## src/rtl/adcc_pkg.sv

```systemverilog
// constants, field layout and state encoding of the a/d conversion control
package adcc_pkg;

  // ------------------------------------------------------------
  // bus geometry and register offsets
  // ------------------------------------------------------------
  localparam int unsigned ADCC_DATA_W = 32;
  localparam int unsigned ADCC_ADDR_W = 4;
  localparam logic [3:0] ADCC_OFS_CONTROL = 4'h0;
  localparam logic [3:0] ADCC_OFS_RES_HIGH = 4'h4;
  localparam logic [3:0] ADCC_OFS_RES_LOW = 4'h8;

  // ------------------------------------------------------------
  // control register fields
  // ------------------------------------------------------------
  localparam int unsigned ADCC_BIT_BUSY = 0;
  localparam int unsigned ADCC_BIT_DIV16 = 1;
  localparam int unsigned ADCC_BIT_ROUTE = 2;
  localparam int unsigned ADCC_BIT_DIFF = 3;
  localparam int unsigned ADCC_CHAN_LSB = 4;
  localparam int unsigned ADCC_CHAN_MSB = 7;
  localparam logic [7:1] ADCC_FIELDS_RESET = 7'h00;
  localparam logic ADCC_BUSY_RESET = 1'b0;

  // ------------------------------------------------------------
  // result layout
  // ------------------------------------------------------------
  localparam int unsigned ADCC_RESULT_W = 10;
  localparam int unsigned ADCC_RES_LOW_LSB = 6;
  localparam logic [9:0] ADCC_SAR_FIRST = 10'h200;

  // ------------------------------------------------------------
  // conversion timing in converter clocks
  // ------------------------------------------------------------
  localparam logic [3:0] ADCC_SAMPLE_TICKS = 4'h3;
  localparam logic [3:0] ADCC_AZERO_TICKS = 4'h1;
  localparam logic [3:0] ADCC_CONVERT_TICKS = 4'ha;
  localparam logic [3:0] ADCC_LOAD_TICKS = 4'h1;
  localparam logic [3:0] ADCC_DIV16_LAST = 4'hf;

  // ------------------------------------------------------------
  // sequencer states, gray from idle through load; the return from load to idle changes all three bits
  // ------------------------------------------------------------
  typedef enum logic [2:0] {
    ADCC_IDLE = 3'b000,
    ADCC_ARMED = 3'b001,
    ADCC_SAMPLE = 3'b011,
    ADCC_AZERO = 3'b010,
    ADCC_CONVERT = 3'b110,
    ADCC_LOAD = 3'b111
  } adcc_state_e;

endpackage

```

## src/rtl/adcc_core_if.sv

```systemverilog
// interface joining the sequencer to its prescaler and approximation register
interface adcc_core_if;
  import adcc_pkg::*;

  logic run;
  logic div16;
  logic tick;
  logic sar_start;
  logic sar_step;
  logic comp;
  logic [ADCC_RESULT_W-1:0] trial;

  modport prescale (input run, input div16, output tick);
  modport sar (input sar_start, input sar_step, input comp, output trial);
  modport ctrl (
    output run, output div16, output sar_start, output sar_step,
    output comp, input tick, input trial
  );
endinterface

```

## src/rtl/adcc_prescale.sv

```systemverilog
// converter clock prescaler producing one tick per converter clock
module adcc_prescale (
  // clock and reset
  input wire logic clk_i,
  input wire logic srst_i,
  // sequencer side
  adcc_core_if.prescale pif
);
  import adcc_pkg::*;

  logic [3:0] div_cnt_reg;
  logic [3:0] div_cnt_next;
  logic tick_reg;
  logic tick_next;

  // held in reset while stopped so each start begins a fresh period
  always_comb begin
    div_cnt_next = '0;
    tick_next = 1'b0;
    if (pif.run) begin
      div_cnt_next = 4'(div_cnt_reg + 4'h1);
      tick_next = !pif.div16 || (div_cnt_reg == ADCC_DIV16_LAST);
    end
  end

  always_ff @(posedge clk_i) begin
    if (srst_i) begin
      div_cnt_reg <= '0;
      tick_reg <= 1'b0;
    end else begin
      div_cnt_reg <= div_cnt_next;
      tick_reg <= tick_next;
    end
  end

  assign pif.tick = tick_reg && pif.run;
endmodule

```

## src/rtl/adcc_sar.sv

```systemverilog
// successive-approximation register, one decision per step, msb first
module adcc_sar (
  // clock and reset
  input wire logic clk_i,
  input wire logic srst_i,
  // sequencer side
  adcc_core_if.sar sif
);
  import adcc_pkg::*;

  logic [ADCC_RESULT_W-1:0] trial_reg;
  logic [ADCC_RESULT_W-1:0] trial_next;
  logic [ADCC_RESULT_W-1:0] mask_reg;
  logic [ADCC_RESULT_W-1:0] mask_next;

  // comp high means the input is at or above the trial level: keep the bit
  always_comb begin
    trial_next = trial_reg;
    mask_next = mask_reg;
    if (sif.sar_start) begin
      trial_next = ADCC_SAR_FIRST;
      mask_next = ADCC_SAR_FIRST;
    end else if (sif.sar_step) begin
      trial_next = (sif.comp ? trial_reg : (trial_reg & ~mask_reg))
                   | (mask_reg >> 1);
      mask_next = mask_reg >> 1;
    end
  end

  always_ff @(posedge clk_i) begin
    if (srst_i) begin
      trial_reg <= '0;
      mask_reg <= '0;
    end else begin
      trial_reg <= trial_next;
      mask_reg <= mask_next;
    end
  end

  assign sif.trial = trial_reg;
endmodule

```

## src/rtl/adcc_top.sv

```systemverilog
// a/d conversion control: registers, sequencer and analog routing controls
module adcc_top (
  // clock and reset
  input wire logic CLOCK_I,
  input wire logic SRST_I,
  // avalon-mm slave
  input wire logic [adcc_pkg::ADCC_ADDR_W-1:0] AVS_ADDRESS_I,
  input wire logic AVS_READ_I,
  input wire logic AVS_WRITE_I,
  input wire logic [adcc_pkg::ADCC_DATA_W-1:0] AVS_WRITEDATA_I,
  input wire logic [3:0] AVS_BYTEENABLE_I,
  output logic [adcc_pkg::ADCC_DATA_W-1:0] AVS_READDATA_O,
  output logic AVS_WAITREQUEST_O,
  // core power state
  input wire logic POWER_SAVE_I,
  // converter macro
  input wire logic COMP_I,
  output logic CONV_POWER_O,
  output logic SAMPLE_O,
  output logic AUTOZERO_O,
  output logic [adcc_pkg::ADCC_RESULT_W-1:0] DAC_CODE_O,
  // input multiplexor and routing
  output logic [3:0] CHANNEL_O,
  output logic DIFFERENTIAL_O,
  output logic CHANNEL_ENABLE_O,
  output logic ROUTED_OUT_EN_O,
  output logic ROUTED_MINUS_EN_O,
  output logic CONVERTER_IN_EXT_O
);
  import adcc_pkg::*;

  // ------------------------------------------------------------
  // declarations
  // ------------------------------------------------------------
  adcc_core_if core ();

  logic ack_reg;
  logic ack_next;
  logic [ADCC_DATA_W-1:0] rdata_reg;
  logic [ADCC_DATA_W-1:0] rdata_next;
  logic wr_fire;
  logic wr_control;
  logic wr_res_high;
  logic wr_res_low;

  logic [7:1] fields_reg;
  logic [7:1] fields_next;
  logic busy_reg;
  logic busy_next;
  logic [7:0] control_view;

  adcc_state_e state_reg;
  adcc_state_e state_next;
  logic [3:0] phase_reg;
  logic [3:0] phase_next;
  logic done;

  logic [7:0] res_high_reg;
  logic [7:0] res_high_next;
  logic [1:0] res_low_reg;
  logic [1:0] res_low_next;

  logic route;
  logic diff;

  // ------------------------------------------------------------
  // bus slave: one wait cycle for every access
  // ------------------------------------------------------------
  // the wait cycle lets read data come out of a register
  always_comb begin
    ack_next = (AVS_READ_I || AVS_WRITE_I) && !ack_reg;
  end

  assign AVS_WAITREQUEST_O = (AVS_READ_I || AVS_WRITE_I) && !ack_reg;

  // a write takes effect only at the edge that ends its wait
  assign wr_fire = AVS_WRITE_I && ack_reg && AVS_BYTEENABLE_I[0];
  assign wr_control = wr_fire && (AVS_ADDRESS_I == ADCC_OFS_CONTROL);
  assign wr_res_high = wr_fire && (AVS_ADDRESS_I == ADCC_OFS_RES_HIGH);
  assign wr_res_low = wr_fire && (AVS_ADDRESS_I == ADCC_OFS_RES_LOW);

  assign control_view = {fields_reg, busy_reg};

  // unmapped offsets read as zero and ignore writes
  always_comb begin
    rdata_next = rdata_reg;
    if (AVS_READ_I && !ack_reg) begin
      rdata_next = '0;
      if (AVS_ADDRESS_I == ADCC_OFS_CONTROL) begin
        rdata_next[7:0] = control_view;
      end else if (AVS_ADDRESS_I == ADCC_OFS_RES_HIGH) begin
        rdata_next[7:0] = res_high_reg;
      end else if (AVS_ADDRESS_I == ADCC_OFS_RES_LOW) begin
        rdata_next[7:ADCC_RES_LOW_LSB] = res_low_reg;
      end
    end
  end

  always_ff @(posedge CLOCK_I) begin
    if (SRST_I) begin
      ack_reg <= 1'b0;
      rdata_reg <= '0;
    end else begin
      ack_reg <= ack_next;
      rdata_reg <= rdata_next;
    end
  end

  assign AVS_READDATA_O = rdata_reg;

  // ------------------------------------------------------------
  // control register
  // ------------------------------------------------------------
  always_comb begin
    fields_next = fields_reg;
    busy_next = busy_reg;
    if (wr_control) begin
      if (!busy_reg) begin
        fields_next = AVS_WRITEDATA_I[7:1];
        busy_next = AVS_WRITEDATA_I[ADCC_BIT_BUSY];
      end else if (!AVS_WRITEDATA_I[ADCC_BIT_BUSY]) begin
        busy_next = 1'b0;
      end
    end
    // a finished conversion ends here, as a write of zero ends a running one; no write can set busy then
    if (done) begin
      busy_next = 1'b0;
    end
  end

  always_ff @(posedge CLOCK_I) begin
    if (SRST_I) begin
      fields_reg <= ADCC_FIELDS_RESET;
      busy_reg <= ADCC_BUSY_RESET;
    end else begin
      fields_reg <= fields_next;
      busy_reg <= busy_next;
    end
  end

  assign route = fields_reg[ADCC_BIT_ROUTE];
  assign diff = fields_reg[ADCC_BIT_DIFF];

  // ------------------------------------------------------------
  // prescaler and approximation register
  // ------------------------------------------------------------
  // the prescaler runs only for a busy, awake converter
  assign core.run = busy_reg && !POWER_SAVE_I;
  assign core.div16 = fields_reg[ADCC_BIT_DIV16];
  // comparator belongs to the converter macro on this same clock
  assign core.comp = COMP_I;

  adcc_prescale u_prescale (
    .clk_i(CLOCK_I),
    .srst_i(SRST_I),
    .pif(core.prescale)
  );

  adcc_sar u_sar (
    .clk_i(CLOCK_I),
    .srst_i(SRST_I),
    .sif(core.sar)
  );

  // ------------------------------------------------------------
  // conversion sequencer, advanced once per converter clock
  // ------------------------------------------------------------
  assign done = (state_reg == ADCC_LOAD) && core.tick
                && (phase_reg == ADCC_LOAD_TICKS) && busy_reg
                && !POWER_SAVE_I;

  always_comb begin
    state_next = state_reg;
    phase_next = phase_reg;
    core.sar_start = 1'b0;
    core.sar_step = 1'b0;
    case (state_reg)
      ADCC_IDLE: begin
        if (busy_reg) begin
          state_next = ADCC_ARMED;
        end
      end
      ADCC_ARMED: begin
        if (core.tick) begin
          state_next = ADCC_SAMPLE;
          phase_next = 4'h1;
          core.sar_start = 1'b1;
        end
      end
      ADCC_SAMPLE: begin
        if (core.tick) begin
          if (phase_reg == ADCC_SAMPLE_TICKS) begin
            state_next = ADCC_AZERO;
            phase_next = 4'h1;
          end else begin
            phase_next = 4'(phase_reg + 4'h1);
          end
        end
      end
      ADCC_AZERO: begin
        if (core.tick) begin
          if (phase_reg == ADCC_AZERO_TICKS) begin
            state_next = ADCC_CONVERT;
            phase_next = 4'h1;
          end else begin
            phase_next = 4'(phase_reg + 4'h1);
          end
        end
      end
      ADCC_CONVERT: begin
        if (core.tick) begin
          core.sar_step = 1'b1;
          if (phase_reg == ADCC_CONVERT_TICKS) begin
            state_next = ADCC_LOAD;
            phase_next = 4'h1;
          end else begin
            phase_next = 4'(phase_reg + 4'h1);
          end
        end
      end
      ADCC_LOAD: begin
        if (done) begin
          state_next = ADCC_IDLE;
          phase_next = 4'h0;
        end
      end
      default: begin
        state_next = ADCC_IDLE;
        phase_next = 4'h0;
      end
    endcase
    // power-save throws away the partial conversion; exit resamples
    if (busy_reg && POWER_SAVE_I) begin
      state_next = ADCC_ARMED;
      phase_next = 4'h0;
    end
    // software abort; a later write of one begins from the start
    if (!busy_next && !done) begin
      state_next = ADCC_IDLE;
      phase_next = 4'h0;
    end
  end

  always_ff @(posedge CLOCK_I) begin
    if (SRST_I) begin
      state_reg <= ADCC_IDLE;
      phase_reg <= 4'h0;
    end else begin
      state_reg <= state_next;
      phase_reg <= phase_next;
    end
  end

  // ------------------------------------------------------------
  // result registers
  // ------------------------------------------------------------
  // no reset: contents are undefined until written or converted
  always_comb begin
    res_high_next = res_high_reg;
    res_low_next = res_low_reg;
    if (wr_res_high) begin
      res_high_next = AVS_WRITEDATA_I[7:0];
    end
    if (wr_res_low) begin
      res_low_next = AVS_WRITEDATA_I[7:ADCC_RES_LOW_LSB];
    end
    // the converter wins over a software write on the same edge
    if (done) begin
      res_high_next = core.trial[9:2];
      res_low_next = core.trial[1:0];
    end
  end

  always_ff @(posedge CLOCK_I) begin
    res_high_reg <= res_high_next;
    res_low_reg <= res_low_next;
  end

  // ------------------------------------------------------------
  // converter and routing controls
  // ------------------------------------------------------------
  assign CONV_POWER_O = busy_reg && !POWER_SAVE_I;
  // the input switch closes only while sampling
  assign SAMPLE_O = (state_reg == ADCC_SAMPLE) && !POWER_SAVE_I;
  assign AUTOZERO_O = (state_reg == ADCC_AZERO) && !POWER_SAVE_I;
  assign DAC_CODE_O = core.trial;

  assign CHANNEL_O = fields_reg[ADCC_CHAN_MSB:ADCC_CHAN_LSB];
  assign DIFFERENTIAL_O = diff;
  // routed mode keeps the path live while idle so it can settle
  assign CHANNEL_ENABLE_O = route || CONV_POWER_O;
  assign ROUTED_OUT_EN_O = route;
  assign ROUTED_MINUS_EN_O = route && diff;
  assign CONVERTER_IN_EXT_O = route;
endmodule

```

## config.mk

```make
export PLATFORM = sky130hd
export DESIGN_NAME = adcc_top
export DESIGN_NICKNAME = d
export VERILOG_FILES = /design/src/rtl/adcc_pkg.sv /design/src/rtl/adcc_core_if.sv /design/src/rtl/adcc_prescale.sv /design/src/rtl/adcc_sar.sv /design/src/rtl/adcc_top.sv
export SDC_FILE = /design/constraint.sdc
export NUM_CORES = 1
export LEC_CHECK = 0
export BUFFER_PORTS_ARGS = -buffer_cell sky130_fd_sc_hd__buf_4
export CORE_MARGIN = 3
export CORE_UTILIZATION = 30
export DETAILED_ROUTE_END_ITERATION = 10
export SYNTH_ARGS = -nofsm -noshare
export SYNTH_HDL_FRONTEND = slang
export SYNTH_SLANG_ARGS = --single-unit
export TNS_END_PERCENT = 20
```

## constraint.sdc

```tcl
create_clock -name CLOCK_I -period 2.1 [get_ports CLOCK_I]
set_input_delay 0.42 -clock CLOCK_I [delete_from_list [all_inputs] [get_ports CLOCK_I]]
set_output_delay 0.42 -clock CLOCK_I [all_outputs]
set_load 0.02 [all_outputs]
```

# == Word level (Yosys, flattened, before mapping) ==
# Cells that the tools add are included.
# totals
ff_bits,59
input_bits,46
out_inout_bits,55
# classes
n_addsub,2
eq_ne,29
mux,40
bitwise,6
reduce_logical,39
# ops
op,count
two-way mux 10 bit,5
two-way mux 4 bit,8
two-way mux 3 bit,9
two-way mux 8 bit,3
"inequality test 3 bit, second input constant",8
one-hot mux 4 bit (6 select lines),1
logical AND 1 bit,18
"inequality test 2 bit, second input constant",9
one-hot mux 3 bit (6 select lines),1
AND reduction 9 bit,2
"== test 4 bit, second input constant",3
AND 10 bit,1
NOT 10 bit,1
bitwise OR 10 x 9 -> 10 bit,1
"adder 4 x 1 -> 4 bit, second input constant",2
two-way mux 1 bit,8
two-way mux 2 bit,4
"== test 3 x 2 -> 1 bit, second input constant",2
"== test 3 bit, second input constant",2
two-way mux 6 bit,1
AND reduction 6 bit,1
nonzero test 2 bit,3
OR reduction 2 bit,3
zero test 1 bit,5
other kinds (11),15

# == Depth between registers and ports, before layout ==
# depth
depth_word,11
mapped_depth,8
mapped_depth_nobuf,7

# == Cells and area by module ==
# Synthesis repeated with hierarchy kept, for this count alone.
# unflattened
cells_unflattened,335
area_unflattened_um2,2976.6
# modules_own_cells
mod,instances,cells_each,area_each_um2
adcc_top,1,237,2026.9
adcc_sar,1,79,757.0
adcc_prescale,1,19,192.7

# == Worst setup path before layout ==
# Ideal clock, no wire load.
# synth_timing
kind,reg2reg
startpoint,reg busy_reg
endpoint,reg res_high_reg[0] (enable)
t_arrival_ps,1769
slack_ps,-53
path_stages_with_launch,7
cell_sequence,dfxtp_1 -> buf_4 -> nor2b_1 -> and2_1 -> nand4_1 -> clkbuf_1 -> o21ai_0
# synth_via
elab_chain_cells,7
# synth_lines
item,line,rtl
from (decl),adcc_top.sv:48,logic busy_reg;
from (signal assigned),adcc_top.sv:137,busy_reg <= busy_next;
logical AND 1 bit,--,
net CONV_POWER_O,adcc_top.sv:18,"output logic CONV_POWER_O,"
logical AND 1 bit,adcc_prescale.sv:36,assign pif.tick = tick_reg && pif.run;
logical AND 1 bit,adcc_top.sv:168,assign done = (state_reg == ADCC_LOAD) && core.tick
logical AND 1 bit (2 in a row),adcc_top.sv:169,&& (phase_reg == ADCC_LOAD_TICKS) && busy_reg
logical AND 1 bit,adcc_top.sv:170,&& !POWER_SAVE_I;
nonzero test 2 bit (no source line),--,
to (signal assigned),adcc_top.sv:275,res_high_reg <= res_high_next;
to (decl),adcc_top.sv:58,logic [7:0] res_high_reg;
# The timed path passes the listed nets, and every way through them passes these cells.
# A chain may end at the register's enable or synchronous reset.

# == Worst setup path after layout ==
# layout_timing
startpoint,reg phase_reg[1]
endpoint,reg phase_reg[3]
# layout_via
elab_chain_cells,8
# layout_lines
item,line,rtl
from (decl),adcc_top.sv:54,logic [3:0] phase_reg;
from (signal assigned),adcc_top.sv:250,phase_reg <= phase_next;
"parallel branches: the longest is 8 deep, another holds adder 4 x 1 -> 4 bit",--,
# Parallel ways; which one is timed is not known. The select of a mux whose other input is x is not followed.

==> metrics.txt <==
die height=104 µm; slew of the pin with the lowest slew margin=0.504 ns; Synth Register Bits=59; number of global-route vias before repair=2145; post-synthesis cell area=2870 µm²; Period minus WS final=1.94 ns; sequential area share after synthesis=0.446; clock buffer depth=2; Critical Path RT=2.36 ns; total track usage=0.120; Multi-input gate area=1370 µm²; worst hold slack=0.342 ns; PortBufs=49; class of the worst hold path=primary input to flip-flop; H-tree levels=3; die width=104 µm; # hold bufs at CTS=0; Setup crit start kind=flip-flop; n_diodes=0; Yosys warnings=0; antenna-violating nets left=0; first drt pass iteration count=4; DR vias/cell=4.54; largest net degree at the start of global routing=24; Primary FF master, synth=dfxtp_1; Routed met2 length=3120 µm; P_leak=1.38 nW; met3 routed WL=346 µm; Max rail drop VDD=0.000259 V; Initial DRC Count=134; TritonCTS clock tree=built; Final Wtd Congestion=0.834; Post-CTS Setup Bufs=0; crit-path max FO=6; outcome=complete, no violations; area share of the largest cell type after synthesis=0.342; core area=9280 µm²; Yosys cell types=49; Non-Filler Instances=525; kind of critical path=flip-flop to flip-flop; crit end category=flip-flop; Skew-Pair Late Insertion Delay=0.33 ns; Pwr per Cell Area=644 nW/µm²; Reg clk slew, reported paths=0.06 ns; via count=2383; layout cells sized above 1=0.215; Worst Path Arrival=2.20 ns; routed len/inst=12.5 µm; remaining global-route overflow=0; Reg area=1280 µm²; final setup violating endpoints=0; Tcrit/Tclk final=0.925; first-pass GRT wire length=10500 µm; Clock Sinks=59; # DRC=0; highest metal used=met4; Synth area leaders=dfxtp_1 (34%), edfxtp_1 (10%), nand2_1 (7.2%); post-route setup TNS=0 ns; WL final=6550 µm; Yosys top cell by area=dfxtp_1; Clock Tree Root=clkbuf_8; Initial Utilization=0.309; Inst Count DP=509; Final Skew=0.00335 ns; Die Area=10800 µm²; FFs w/ async S/R, synth=0; Gate Count Post-Synth=332; Top Ports=101; routed metal-1 wirelength=3010 µm; nets@finish=441; max-slew violation count=0; Layout Area Growth over Synthesis=23.2%; max_slew headroom=0.664; CTS Buf Count=9; num rows=35; dpl hpwl=4870 µm; Fill cells=977; max-cap viol count=0; initial antenna violation count=0; total design power=2.28 mW; Post-synth EDFFs=10; Hold Fails Final Rpt=0; Avg Cell Area, Syn=8.65 µm²; max frequency=515 MHz; final core occ=0.381; RSZ-0062 raised after global routing=false
-- cell usage after synthesis (2+ instances only) --
| cell type | number |
|---|---|
| a221o_1 | 2 |
| buf_4 | 26 |
| nor3_1 | 11 |
| inv_1 | 14 |
| nand3b_1 | 3 |
| o21ai_0 | 14 |
| clkbuf_1 | 8 |
| a22oi_1 | 2 |
| dfxtp_1 | 49 |
| nor2b_1 | 3 |
| edfxtp_1 | 10 |
| nand3_1 | 5 |
| ha_1 | 4 |
| nand2b_1 | 5 |
| mux2i_1 | 18 |
| or3_1 | 3 |
| nor2_1 | 26 |
| a21oi_1 | 36 |
| a2bb2oi_1 | 2 |
| and2_1 | 3 |
| buf_2 | 5 |
| nand2_1 | 55 |
| nand4_1 | 2 |
-- kinds of logic after synthesis --
| logic type | Yosys count | synth area share |
|---|---|---|
| muxes | 18 | 0.0627 |
| other | 1 | 0.00131 |
| and+or+nand+nor | 129 | 0.223 |
| xor gates and xnor gates | 2 | 0.00610 |
| AOI/OAI and AO/OA | 65 | 0.134 |
| DFF | 59 | 0.446 |
| adders and majority gates | 4 | 0.0174 |
| buffers and inverters | 54 | 0.109 |
-- worst max-delay path: stages (launching register included) --
cell and delay [ns]:
dfxtp_1 0.35, inv_1 0.07, ha_1 0.15, nor3b_2 0.33, a2bb2oi_2 0.19, nand2_1 0.15
or4_1 0.49, a21oi_1 0.15
-- where the power goes --
| part | total (mW) | leakage [nW] | internal (mW) | switching, mW |
|---|---|---|---|---|
| clock network | 0.981 | 0.0927 | 0.574 | 0.407 |
| registers | 1.16 | 0.485 | 1.15 | 0.00271 |
| logic | 0.141 | 0.803 | 0.0445 | 0.0960 |
| total | 2.28 | 1.38 | 1.77 | 0.506 |
-- cell usage in the layout, fill, tap and decap left out, types with 2 or more instances in the layout --
cell type / n
dfxtp_1: 49
conb_1: 24
mux2i_1: 18
nand3b_1: 3
and2_1: 3
edfxtp_1: 10
a21oi_1: 35
a221o_1: 2
a22oi_1: 2
ha_1: 4
clkinv_1: 2
buf_4: 65
or3_1: 3
nand3_1: 5
o21ai_0: 14
a2bb2oi_1: 2
clkbuf_1: 3
nor2_1: 26
nand4_1: 2
nand2_1: 55
nand2b_1: 5
nor3_1: 11
clkbuf_8: 10
nor2b_1: 2
inv_1: 14
-- metal layers --
layer  global-route usage  vias up
li1                     -     1212
met1                0.155     1099
met2                0.186       65
met3               0.0511        7
met4               0.0285        0
met5                    0        -
-- stage by stage --
stage | area, µm² | setup WS (ns)
final | 3540 | 0.157
after global routing | 3540 | 0.0183
after CTS | 3530 | 0.00396
after detailed placement | 3350 | 0.0153
after global placement | 3350 | 0.117
after floorplan | 2960 | 0.0919
-- area by class of cell --
cell class	instances	area share
inverters	14	0.0149
repair buffers	65	0.138
multi-input cells	242	0.387
clock inverters	3	0.0106
flip-flops and latches	59	0.362
well taps	129	0.0456
clock buffers	13	0.0421
-- final timing paths --
kind                                   from                        end  slack, ns  depth (start not counted)
hold / removal           AVS_WRITEDATA_I[1]              fields_reg[1]       0.34                          3
hold reg to reg   u_prescale.div_cnt_reg[0]  u_prescale.div_cnt_reg[0]       0.45                          1
setup / recovery               phase_reg[1]               phase_reg[3]       0.16                          7
setup reg to reg               phase_reg[1]               phase_reg[3]       0.16                          7
-- timing repair --
item / in CTS / in global routing
hold endpoints to repair: 0 / 0
resized for setup: 0 / 1
endpoints found under the setup margin: 0 / 5
Power figures use the tool's default switching activity.
